`config.mk`:
```
export PLATFORM = sky130hd
export DESIGN_NAME = icpac_config_port
export DESIGN_NICKNAME = d
export VERILOG_FILES = /design/src/rtl/icpac_pkg.sv /design/src/rtl/icpac_config_port.sv
export SDC_FILE = /design/constraint.sdc
export NUM_CORES = 2
export LEC_CHECK = 0
export BUFFER_PORTS_ARGS = -buffer_cell sky130_fd_sc_hd__buf_2
export CAP_MARGIN = 20
export CORE_MARGIN = 8
export CORE_UTILIZATION = 45
export DETAILED_ROUTE_END_ITERATION = 8
export SETUP_SLACK_MARGIN = 0.1
export SYNTH_ARGS = -nofsm -noshare
export SYNTH_HDL_FRONTEND = slang
export SYNTH_SLANG_ARGS = --single-unit
```
`constraint.sdc`:
```
create_clock -name pclk -period 3.8 [get_ports pclk]
set_input_delay 0.57 -clock pclk [delete_from_list [all_inputs] [get_ports pclk]]
set_output_delay 0.57 -clock pclk [all_outputs]
set_load 0.05 [all_outputs]
```
`src/rtl/icpac_pkg.sv`:
```
// Constants and types shared by the serial configuration port and control block.
package icpac_pkg;
  // ----------------------------------------------------------------
  // Serial port
  // ----------------------------------------------------------------
  localparam logic [6:0] BUS_SLAVE_ID = 7'h69;
  localparam logic [3:0] BITS_PER_BYTE = 4'h8;
  localparam logic [3:0] TX_LAST_BIT = 4'h7;
  localparam logic [7:0] REG_DEFAULT = 8'h00;
  // ----------------------------------------------------------------
  // Configuration byte map behind the serial port
  // ----------------------------------------------------------------
  localparam logic [7:0] CFG_DRIVE_LO = 8'h00;
  localparam logic [7:0] CFG_DRIVE_HI = 8'h01;
  localparam logic [7:0] CFG_GATE_MASK = 8'h02;
  localparam logic [7:0] CFG_SPREAD = 8'h03;
  localparam logic [7:0] CFG_SET0_BASE = 8'h10;
  localparam logic [7:0] CFG_SET1_BASE = 8'h20;
  localparam logic [7:0] SET_PLL_OFS = 8'h00;
  localparam logic [7:0] SET_DIV_OFS = 8'h04;
  localparam int SET_PLL_BYTES = 4;
  localparam int OUT_COUNT = 8;
  // ----------------------------------------------------------------
  // Drive strength codes and their typical edge times
  // ----------------------------------------------------------------
  localparam logic [1:0] DRV_LOW = 2'h0;
  localparam logic [1:0] DRV_MID_LOW = 2'h1;
  localparam logic [1:0] DRV_MID_HIGH = 2'h2;
  localparam logic [1:0] DRV_HIGH = 2'h3;
  localparam real DRV_LOW_EDGE_NS = 6.8;
  localparam real DRV_MID_LOW_EDGE_NS = 3.4;
  localparam real DRV_MID_HIGH_EDGE_NS = 2.0;
  localparam real DRV_HIGH_EDGE_NS = 1.0;
  // ----------------------------------------------------------------
  // APB registers
  // ----------------------------------------------------------------
  localparam logic [11:0] APB_CTRL_OFF = 12'h000;
  localparam logic [11:0] APB_STAT_OFF = 12'h004;
  localparam logic [7:0] CTRL_RESET = 8'h00;
  localparam int CTRL_CLK3_SEL = 0;
  localparam int CTRL_CLK6_SPREAD = 1;
  localparam int CTRL_RST_EN = 2;
  localparam int CTRL_RST_CLEAN = 3;
  localparam int CTRL_PD_EN = 4;
  localparam int CTRL_GATE_EN = 5;
  localparam int CTRL_KEEP = 6;
  typedef enum logic [6:0] {
    ST_IDLE = 7'h01,
    ST_ADDR = 7'h02,
    ST_AACK = 7'h04,
    ST_RX = 7'h08,
    ST_WACK = 7'h10,
    ST_TX = 7'h20,
    ST_MACK = 7'h40
  } icpac_state_e;
endpackage

```
`src/rtl/icpac_config_port.sv`:
```
// Serial configuration slave, control pin modes and APB control of the clock generator.
`timescale 1ns/10ps
`default_nettype none
module icpac_config_port (
  input wire logic pclk,
  input wire logic presetn,
  input wire logic [11:0] paddr,
  input wire logic psel,
  input wire logic penable,
  input wire logic pwrite,
  input wire logic [31:0] pwdata,
  output logic [31:0] prdata,
  output logic pready,
  output logic pslverr,
  input wire logic scl_pin,
  input wire logic sda_pin_i,
  output logic sda_pin_o,
  output logic sda_pin_oe,
  input wire logic clock3_or_select_pin,
  input wire logic aux_ref_or_restart_pin,
  input wire logic power_down_or_gate_pin,
  input wire logic clock6_or_spread_toggle_pin,
  output logic [7:0] out_enable,
  output logic out_hold_low,
  output logic pll_off,
  output logic spread_on,
  output logic clk3_drive_en,
  output logic clk6_drive_en,
  output logic [15:0] drive_strength,
  output logic set_sel,
  output logic [63:0] div_value,
  output logic div_load,
  output logic pll_relock
);
  import icpac_pkg::*;

  function automatic logic [7:0] next_ptr(input logic [7:0] p);
    next_ptr = p + 8'h01;
  endfunction

  function automatic logic [7:0] set_base(input logic sel);
    set_base = sel ? CFG_SET1_BASE : CFG_SET0_BASE;
  endfunction

  // ----------------------------------------------------------------
  // Pin synchronisers
  // ----------------------------------------------------------------
  logic [5:0] sync1_reg, sync2_reg;
  logic scl_d_reg, sda_d_reg;
  logic scl_s, sda_s, fs_s, rst_s, pd_s, spread_toggle_input_s;
  always_ff @(posedge pclk or negedge presetn) begin
    if (!presetn) begin
      sync1_reg <= 6'h32;
      sync2_reg <= 6'h32;
      scl_d_reg <= 1'b1;
      sda_d_reg <= 1'b1;
    end else begin
      sync1_reg <= {scl_pin, sda_pin_i, clock3_or_select_pin, aux_ref_or_restart_pin,
                    power_down_or_gate_pin, clock6_or_spread_toggle_pin};
      sync2_reg <= sync1_reg;
      scl_d_reg <= scl_s;
      sda_d_reg <= sda_s;
    end
  end
  assign {scl_s, sda_s, fs_s, rst_s, pd_s, spread_toggle_input_s} = sync2_reg;

  logic scl_rise, scl_fall, start_det, stop_det;
  assign scl_rise = scl_s & ~scl_d_reg;
  assign scl_fall = ~scl_s & scl_d_reg;
  assign start_det = scl_s & scl_d_reg & sda_d_reg & ~sda_s;
  assign stop_det = scl_s & scl_d_reg & ~sda_d_reg & sda_s;

  // ----------------------------------------------------------------
  // APB control and status
  // ----------------------------------------------------------------
  logic [7:0] ctrl_reg;
  logic [31:0] prdata_reg;
  logic [7:0] ptr_reg;
  logic pd_act, rst_act, por_hit, cfg_clear, hold_act;
  icpac_state_e state_reg;
  logic addr_hit;
  assign addr_hit = (paddr == APB_CTRL_OFF) || (paddr == APB_STAT_OFF);
  assign pready = 1'b1;
  assign pslverr = psel & penable & ~addr_hit;
  assign prdata = prdata_reg;

  always_ff @(posedge pclk or negedge presetn) begin
    if (!presetn) begin
      ctrl_reg <= CTRL_RESET;
    end else if (psel && penable && pwrite && paddr == APB_CTRL_OFF) begin
      ctrl_reg <= pwdata[7:0];
    end
  end

  // Read data is captured in the setup phase so the access phase answers at once.
  always_ff @(posedge pclk or negedge presetn) begin
    if (!presetn) begin
      prdata_reg <= 32'h0;
    end else if (psel && !penable) begin
      if (paddr == APB_CTRL_OFF) begin
        prdata_reg <= {24'h0, ctrl_reg};
      end else if (paddr == APB_STAT_OFF) begin
        prdata_reg <= {20'h0, state_reg != ST_IDLE, hold_act, pd_act, set_sel, ptr_reg};
      end else begin
        prdata_reg <= 32'h0;
      end
    end
  end

  // ----------------------------------------------------------------
  // Control pin modes
  // ----------------------------------------------------------------
  assign rst_act = ctrl_reg[CTRL_RST_EN] & rst_s;
  assign por_hit = rst_act & ~ctrl_reg[CTRL_RST_CLEAN];
  assign hold_act = rst_act;
  assign pd_act = ctrl_reg[CTRL_PD_EN] & ~pd_s;
  // Without keep-alive, power-down returns the written bytes to their defaults, and they stay at the defaults after it ends.
  assign cfg_clear = por_hit | (pd_act & ~ctrl_reg[CTRL_KEEP]);

  // ----------------------------------------------------------------
  // Configuration bytes
  // ----------------------------------------------------------------
  logic [7:0] mem [256];
  logic [7:0] shift_reg;
  logic [3:0] bit_cnt_reg;
  logic first_reg, rw_reg, mack_reg, sda_oe_reg;
  logic wr_stb;
  assign wr_stb = state_reg == ST_RX && scl_fall && bit_cnt_reg == BITS_PER_BYTE && !first_reg;

  always_ff @(posedge pclk or negedge presetn) begin
    if (!presetn) begin
      for (int i = 0; i < 256; i++) begin
        mem[i] <= REG_DEFAULT;
      end
    end else if (cfg_clear) begin
      for (int i = 0; i < 256; i++) begin
        mem[i] <= REG_DEFAULT;
      end
    end else if (wr_stb) begin
      mem[ptr_reg] <= shift_reg;
    end
  end

  // ----------------------------------------------------------------
  // Serial slave state machine
  // ----------------------------------------------------------------
  always_ff @(posedge pclk or negedge presetn) begin
    if (!presetn) begin
      state_reg <= ST_IDLE;
      bit_cnt_reg <= 4'h0;
      shift_reg <= 8'h00;
      rw_reg <= 1'b0;
      first_reg <= 1'b0;
      mack_reg <= 1'b0;
      ptr_reg <= 8'h00;
      sda_oe_reg <= 1'b0;
    end else if (start_det) begin
      state_reg <= ST_ADDR;
      bit_cnt_reg <= 4'h0;
      sda_oe_reg <= 1'b0;
    end else if (stop_det) begin
      state_reg <= ST_IDLE;
      sda_oe_reg <= 1'b0;
    end else begin
      case (state_reg)
        ST_IDLE: begin
          sda_oe_reg <= 1'b0;
        end
        ST_ADDR: begin
          if (scl_rise) begin
            shift_reg <= {shift_reg[6:0], sda_s};
            bit_cnt_reg <= bit_cnt_reg + 4'h1;
          end else if (scl_fall && bit_cnt_reg == BITS_PER_BYTE) begin
            if (shift_reg[7:1] == BUS_SLAVE_ID) begin
              state_reg <= ST_AACK;
              sda_oe_reg <= 1'b1;
              rw_reg <= shift_reg[0];
              first_reg <= 1'b1;
            end else begin
              state_reg <= ST_IDLE;
            end
          end
        end
        ST_AACK: begin
          if (scl_fall) begin
            bit_cnt_reg <= 4'h0;
            if (rw_reg) begin
              state_reg <= ST_TX;
              shift_reg <= mem[ptr_reg];
              ptr_reg <= next_ptr(ptr_reg);
              sda_oe_reg <= ~mem[ptr_reg][7];
            end else begin
              state_reg <= ST_RX;
              sda_oe_reg <= 1'b0;
            end
          end
        end
        ST_RX: begin
          if (scl_rise) begin
            shift_reg <= {shift_reg[6:0], sda_s};
            bit_cnt_reg <= bit_cnt_reg + 4'h1;
          end else if (scl_fall && bit_cnt_reg == BITS_PER_BYTE) begin
            state_reg <= ST_WACK;
            sda_oe_reg <= 1'b1;
            first_reg <= 1'b0;
            if (first_reg) begin
              ptr_reg <= shift_reg;
            end else begin
              ptr_reg <= next_ptr(ptr_reg);
            end
          end
        end
        ST_WACK: begin
          if (scl_fall) begin
            state_reg <= ST_RX;
            bit_cnt_reg <= 4'h0;
            sda_oe_reg <= 1'b0;
          end
        end
        ST_TX: begin
          if (scl_fall) begin
            if (bit_cnt_reg == TX_LAST_BIT) begin
              state_reg <= ST_MACK;
              sda_oe_reg <= 1'b0;
            end else begin
              shift_reg <= {shift_reg[6:0], 1'b0};
              sda_oe_reg <= ~shift_reg[6];
              bit_cnt_reg <= bit_cnt_reg + 4'h1;
            end
          end
        end
        ST_MACK: begin
          if (scl_rise) begin
            mack_reg <= ~sda_s;
          end else if (scl_fall) begin
            bit_cnt_reg <= 4'h0;
            if (mack_reg) begin
              state_reg <= ST_TX;
              shift_reg <= mem[ptr_reg];
              ptr_reg <= next_ptr(ptr_reg);
              sda_oe_reg <= ~mem[ptr_reg][7];
            end else begin
              state_reg <= ST_IDLE;
            end
          end
        end
        default: begin
          state_reg <= ST_IDLE;
          sda_oe_reg <= 1'b0;
        end
      endcase
    end
  end
  assign sda_pin_o = 1'b0;
  assign sda_pin_oe = sda_oe_reg;

  // ----------------------------------------------------------------
  // Output control
  // ----------------------------------------------------------------
  logic [7:0] out_en_reg;
  logic hold_reg, pll_off_reg, spread_reg, set_reg, set_prev_reg, load_reg, relock_reg;
  logic [15:0] drive_reg;
  logic [63:0] div_reg;
  logic set_next;
  logic [7:0] mf_mask;
  logic pll_differs;
  assign set_next = ctrl_reg[CTRL_CLK3_SEL] & fs_s;
  assign mf_mask = {2'h3, ~ctrl_reg[CTRL_CLK6_SPREAD], 2'h3, ~ctrl_reg[CTRL_CLK3_SEL], 2'h3};

  always_comb begin
    pll_differs = 1'b0;
    for (int i = 0; i < SET_PLL_BYTES; i++) begin
      if (mem[CFG_SET0_BASE + SET_PLL_OFS + 8'(i)]
          != mem[CFG_SET1_BASE + SET_PLL_OFS + 8'(i)]) begin
        pll_differs = 1'b1;
      end
    end
  end

  always_ff @(posedge pclk or negedge presetn) begin
    if (!presetn) begin
      out_en_reg <= 8'h00;
      hold_reg <= 1'b0;
      pll_off_reg <= 1'b0;
    end else begin
      hold_reg <= hold_act;
      pll_off_reg <= pd_act;
      if (hold_act || pd_act) begin
        out_en_reg <= 8'h00;
      end else if (ctrl_reg[CTRL_GATE_EN] && !ctrl_reg[CTRL_PD_EN]) begin
        out_en_reg <= mf_mask & (~mem[CFG_GATE_MASK] | {8{pd_s}});
      end else begin
        out_en_reg <= mf_mask;
      end
    end
  end

  // The load strobe comes with the new divider values, one cycle after the set switch.
  // The switch is clean only when the PLL bytes of both sets agree.
  always_ff @(posedge pclk or negedge presetn) begin
    if (!presetn) begin
      set_reg <= 1'b0;
      set_prev_reg <= 1'b0;
      load_reg <= 1'b0;
      relock_reg <= 1'b0;
      div_reg <= 64'h0;
      drive_reg <= 16'h0;
      spread_reg <= 1'b0;
    end else begin
      set_reg <= set_next;
      set_prev_reg <= set_reg;
      load_reg <= set_reg != set_prev_reg;
      relock_reg <= (set_reg != set_prev_reg) && pll_differs;
      for (int i = 0; i < OUT_COUNT; i++) begin
        div_reg[8*i +: 8] <= mem[set_base(set_reg) + SET_DIV_OFS + 8'(i)];
      end
      drive_reg <= {mem[CFG_DRIVE_HI], mem[CFG_DRIVE_LO]};
      spread_reg <= ctrl_reg[CTRL_CLK6_SPREAD] ? spread_toggle_input_s : mem[CFG_SPREAD][0];
    end
  end

  assign out_enable = out_en_reg;
  assign out_hold_low = hold_reg;
  assign pll_off = pll_off_reg;
  assign spread_on = spread_reg;
  assign clk3_drive_en = ~ctrl_reg[CTRL_CLK3_SEL];
  assign clk6_drive_en = ~ctrl_reg[CTRL_CLK6_SPREAD];
  assign drive_strength = drive_reg;
  assign set_sel = set_reg;
  assign div_value = div_reg;
  assign div_load = load_reg;
  assign pll_relock = relock_reg;
endmodule // icpac_config_port
`default_nettype wire

```
==> results by group <==
Cells and area
  • Fin nets: 11000
  • Share of cells above drive strength 1: 15.6%
  • Synth-to-Final Area Change: 12.5%
  • Final Non-Filler Cells: 14300
  • Most flop-heavy register: mem
  • Design Area, Final: 121000 um2
  • Max reg flops: 2048

STA
  • Final setup fails: 0
  • Tmin final: 3.64 ns
  • Unrepaired setup endpoints after global routing: false
  • Slew HR: a little under a quarter
  • Final Hold Viols: 0
  • Setup TNS Final: 0 ns
  • Slew Viols, Final: 0
  • Final period utilization: 95.8%
  • Setup Skew: 0.0419 ns
  • Measured slew at the worst slew-check pin: 1.16 ns
  • Max Clk Rate: about 0.27 GHz

Synthesis
  • Count leader, synth: nand2_1
  • Register area share after synthesis: 51.2%
  • Netlist cell types: 74
  • Synth Register Bits: 2208
  • Mapped Cells: 11100
  • Top cell type's share of synthesized area: 51.0%
  • Commonest cells in the netlist: nand2_1 (2323), dfrtp_1 (2199), a21oi_1 (2081)
  • Synth Cell Area: between 100000 and 150000 um2
  • EDFF count, synth: 0
  • Yosys top cell by area: dfrtp_1
  • Top_reg_cell synth: dfrtp_1
  • YS warnings: 0
  • Top post-synthesis cells by area: dfrtp_1 (51%), mux4_2 (11%), a21oi_1 (9.6%)
  • Syn_area_per_cell: just under 10 um2
  • FFs w/ async S/R, synth: 100%

Route
  • Vias: roughly 90000
  • Remaining DRCs: 0
  • DR iter-0 viols: roughly 11000
  • WL final: between 300000 and 400000 um
  • Antenna viol nets, final: 0
  • DRT Pass-1 Iters: 6
  • Vias per inst: 6.32
  • WL/cell: 26.0 um

Hold path
  • Worst min path class: input pin to flop

Worst setup path
  • Critical path type: flop to flop
  • Max FO, Critical Path: 15
  • Buf/Inv on CP: 3
  • CP max stage delay: 0.55 ns
  • R2R Setup Slk: 0.16 ns
  • Startpoint types: flop
  • CP Cell Sequence: buf_12 -> buf_12 -> buf_12 -> mux4_2 -> a22oi_1 -> a21oi_1 -> o21ai_1 -> nor4b_1 -> o311ai_1 -> a22o_1
  • Critical Path RT: between 4 and 5 ns
  • Cell mode on critical path: buf_12
  • CP delay by family, top: compound AO/OA/AOI/OAI gates
  • Crit end category: flop
  • CP max stage cell: mux4_2
  • CP Data Arrival Time: 4.42 ns

Clock network
  • Max clock buf depth: 3
  • Cts bufs inserted: around 230
  • Worst-skew pair later-pin latency: roughly 0.90 ns
  • Root Driver: clkbuf_16
  • CTS tree: done
  • H-Tree Depth: 4
  • Clock Sinks: around 2200
  • Clk slew on worst S/H paths: ~0.060 ns

Global routing
  • Initial antenna violation count: 8
  • Largest net degree at the start of global routing: 190
  • First-pass GRT wire length: between 500000 and 600000 um
  • Number of global-route vias before repair: 88800
  • Gr ovfl total: 0
  • GRT Util Overall: roughly 28%

Placed design
  • DP Area: roughly 110000 um2
  • GPL Wtd Cong: 0.907
  • I/O Buffers: 140
  • Placed cells: 13800
  • Placed wire-length estimate: 228000 um

Power and ir drop
  • Combinational share of power: 3.8%
  • Lkg Pwr: a little under 50 nW
  • NetSw: 0.0117 W
  • Switching Fraction: 23.7%
  • Clock power frac: between 40% and 50%
  • Max VDD drop: 501 uV
  • Seq pwr share: between 40 and 50%
  • Power Total: 0.0496 W
  • Pint: 0.0378 W
  • Power Dens Cells: 408 nW/um2

Flow run
  • Max-cap viol count: 0

Outcome
  • Status: completed

Floorplanning
  • IO Count: 187
  • Starting Density: a little under half
  • Number of placement rows: 179
  • Die width: 506 um
  • Core Area: between 200000 and 250000 um2
  • Die Area: 256000 um2
  • Vert. Die Dim: about 510 um
[cell type report]
| cell class | instances | area (um2) |
|---|---|---|
| clock buffers | 337 | 6770 |
| multi-input cells | 7755 | 47600 |
| fillers | 21300 | 117000 |
| diodes | 3 | 7.51 |
| repair buffers | 673 | 6440 |
| flip-flops and latches | 2208 | 55300 |
| inverters | 21 | 83.8 |
| well taps | 3167 | 3960 |
| clock inverters | 93 | 1270 |
[power by group through the flow]
| stage | sequential, W | clock [W] | combinational, W |
|---|---|---|---|
| 2_1_floorplan | 0.0240 | 0 | 0.000862 |
| 3_3_place_gp | 0.0241 | 0 | 0.00181 |
| 3_5_place_dp | 0.0241 | 0 | 0.00183 |
| 4_1_cts | 0.0237 | 0.0243 | 0.00185 |
| 5_1_grt | 0.0237 | 0.0252 | 0.00199 |
| 6_report | 0.0237 | 0.0240 | 0.00186 |
[cell families after synthesis]
kind of cell,count (synthesis),share of synthesized area [%]
xor gates and xnor gates,36,0.292
DFF,2208,51.2
and+or+nand+nor,4582,18.7
buffers and inverters,1200,4.94
other,2,0.00696
AOI/OAI and AO/OA,2373,11.6
adders and majority gates,6,0.0696
muxes,736,13.2
[stage by stage]
step                utilization, %  setup WS (ns)  hold WS [ns]
floorplan                        -          0.807         0.274
global placement              47.5        -0.0307         0.335
detailed placement            47.5        -0.0362         0.338
CTS                           50.9          0.130         0.118
global route                  50.9          0.120         0.187
finish                        50.9          0.160         0.182
[layer usage]
layer	GRT usage, %	wire (um)
met5	0	27
met4	11.8	16900
met3	5.42	33900
met2	44.4	173000
met1	38.6	147000
[worst reg2reg max path, cell delays in order, from the launching register on]
cell and delay (ns):
dfrtp_4 0.43, buf_12 0.15, buf_12 0.17, buf_12 0.24, mux4_2 0.56, a22oi_1 0.35, a21oi_1 0.22, o21ai_1 0.46
nor4b_1 0.52, o311ai_1 0.19, a22o_1 0.24
[placed cells by master (no fill, tap or decap), types with 81 or more instances in the layout]
master,synthesis,routed
a21oi_1,2081,2081
a22oi_1,121,119
buf_12,0,134
buf_2,252,139
buf_4,125,384
clkbuf_16,0,236
dfrtp_1,2199,2184
mux2_2,81,81
mux2i_1,116,116
mux4_2,539,539
nand2_1,2323,2323
nand3_1,2030,2030
nor2_1,94,87
[final timing paths]
path                              start                 end  cells past startpoint
setup / recovery             ptr_reg[0]        shift_reg[6]                     10
hold / removal                 paddr[2]           prdata[5]                      3
setup reg to reg             ptr_reg[0]        shift_reg[6]                     10
hold reg to reg            sync1_reg[3]        sync2_reg[3]                      0
max in group asynchronous       presetn           mem[1289]                      4
min in group asynchronous       presetn  drive_strength[14]                      2
[timing repair]
action / CTS / global route
endpoints found under the hold margin: 211 / 0
setup buffers: 0 / 4
resized for setup: 1 / 4
hold buffers: 15 / 0
pin swaps: 0 / 0
setup endpoints to repair: 1 / 5
No activity file was read; power rests on OpenSTA's default activity.
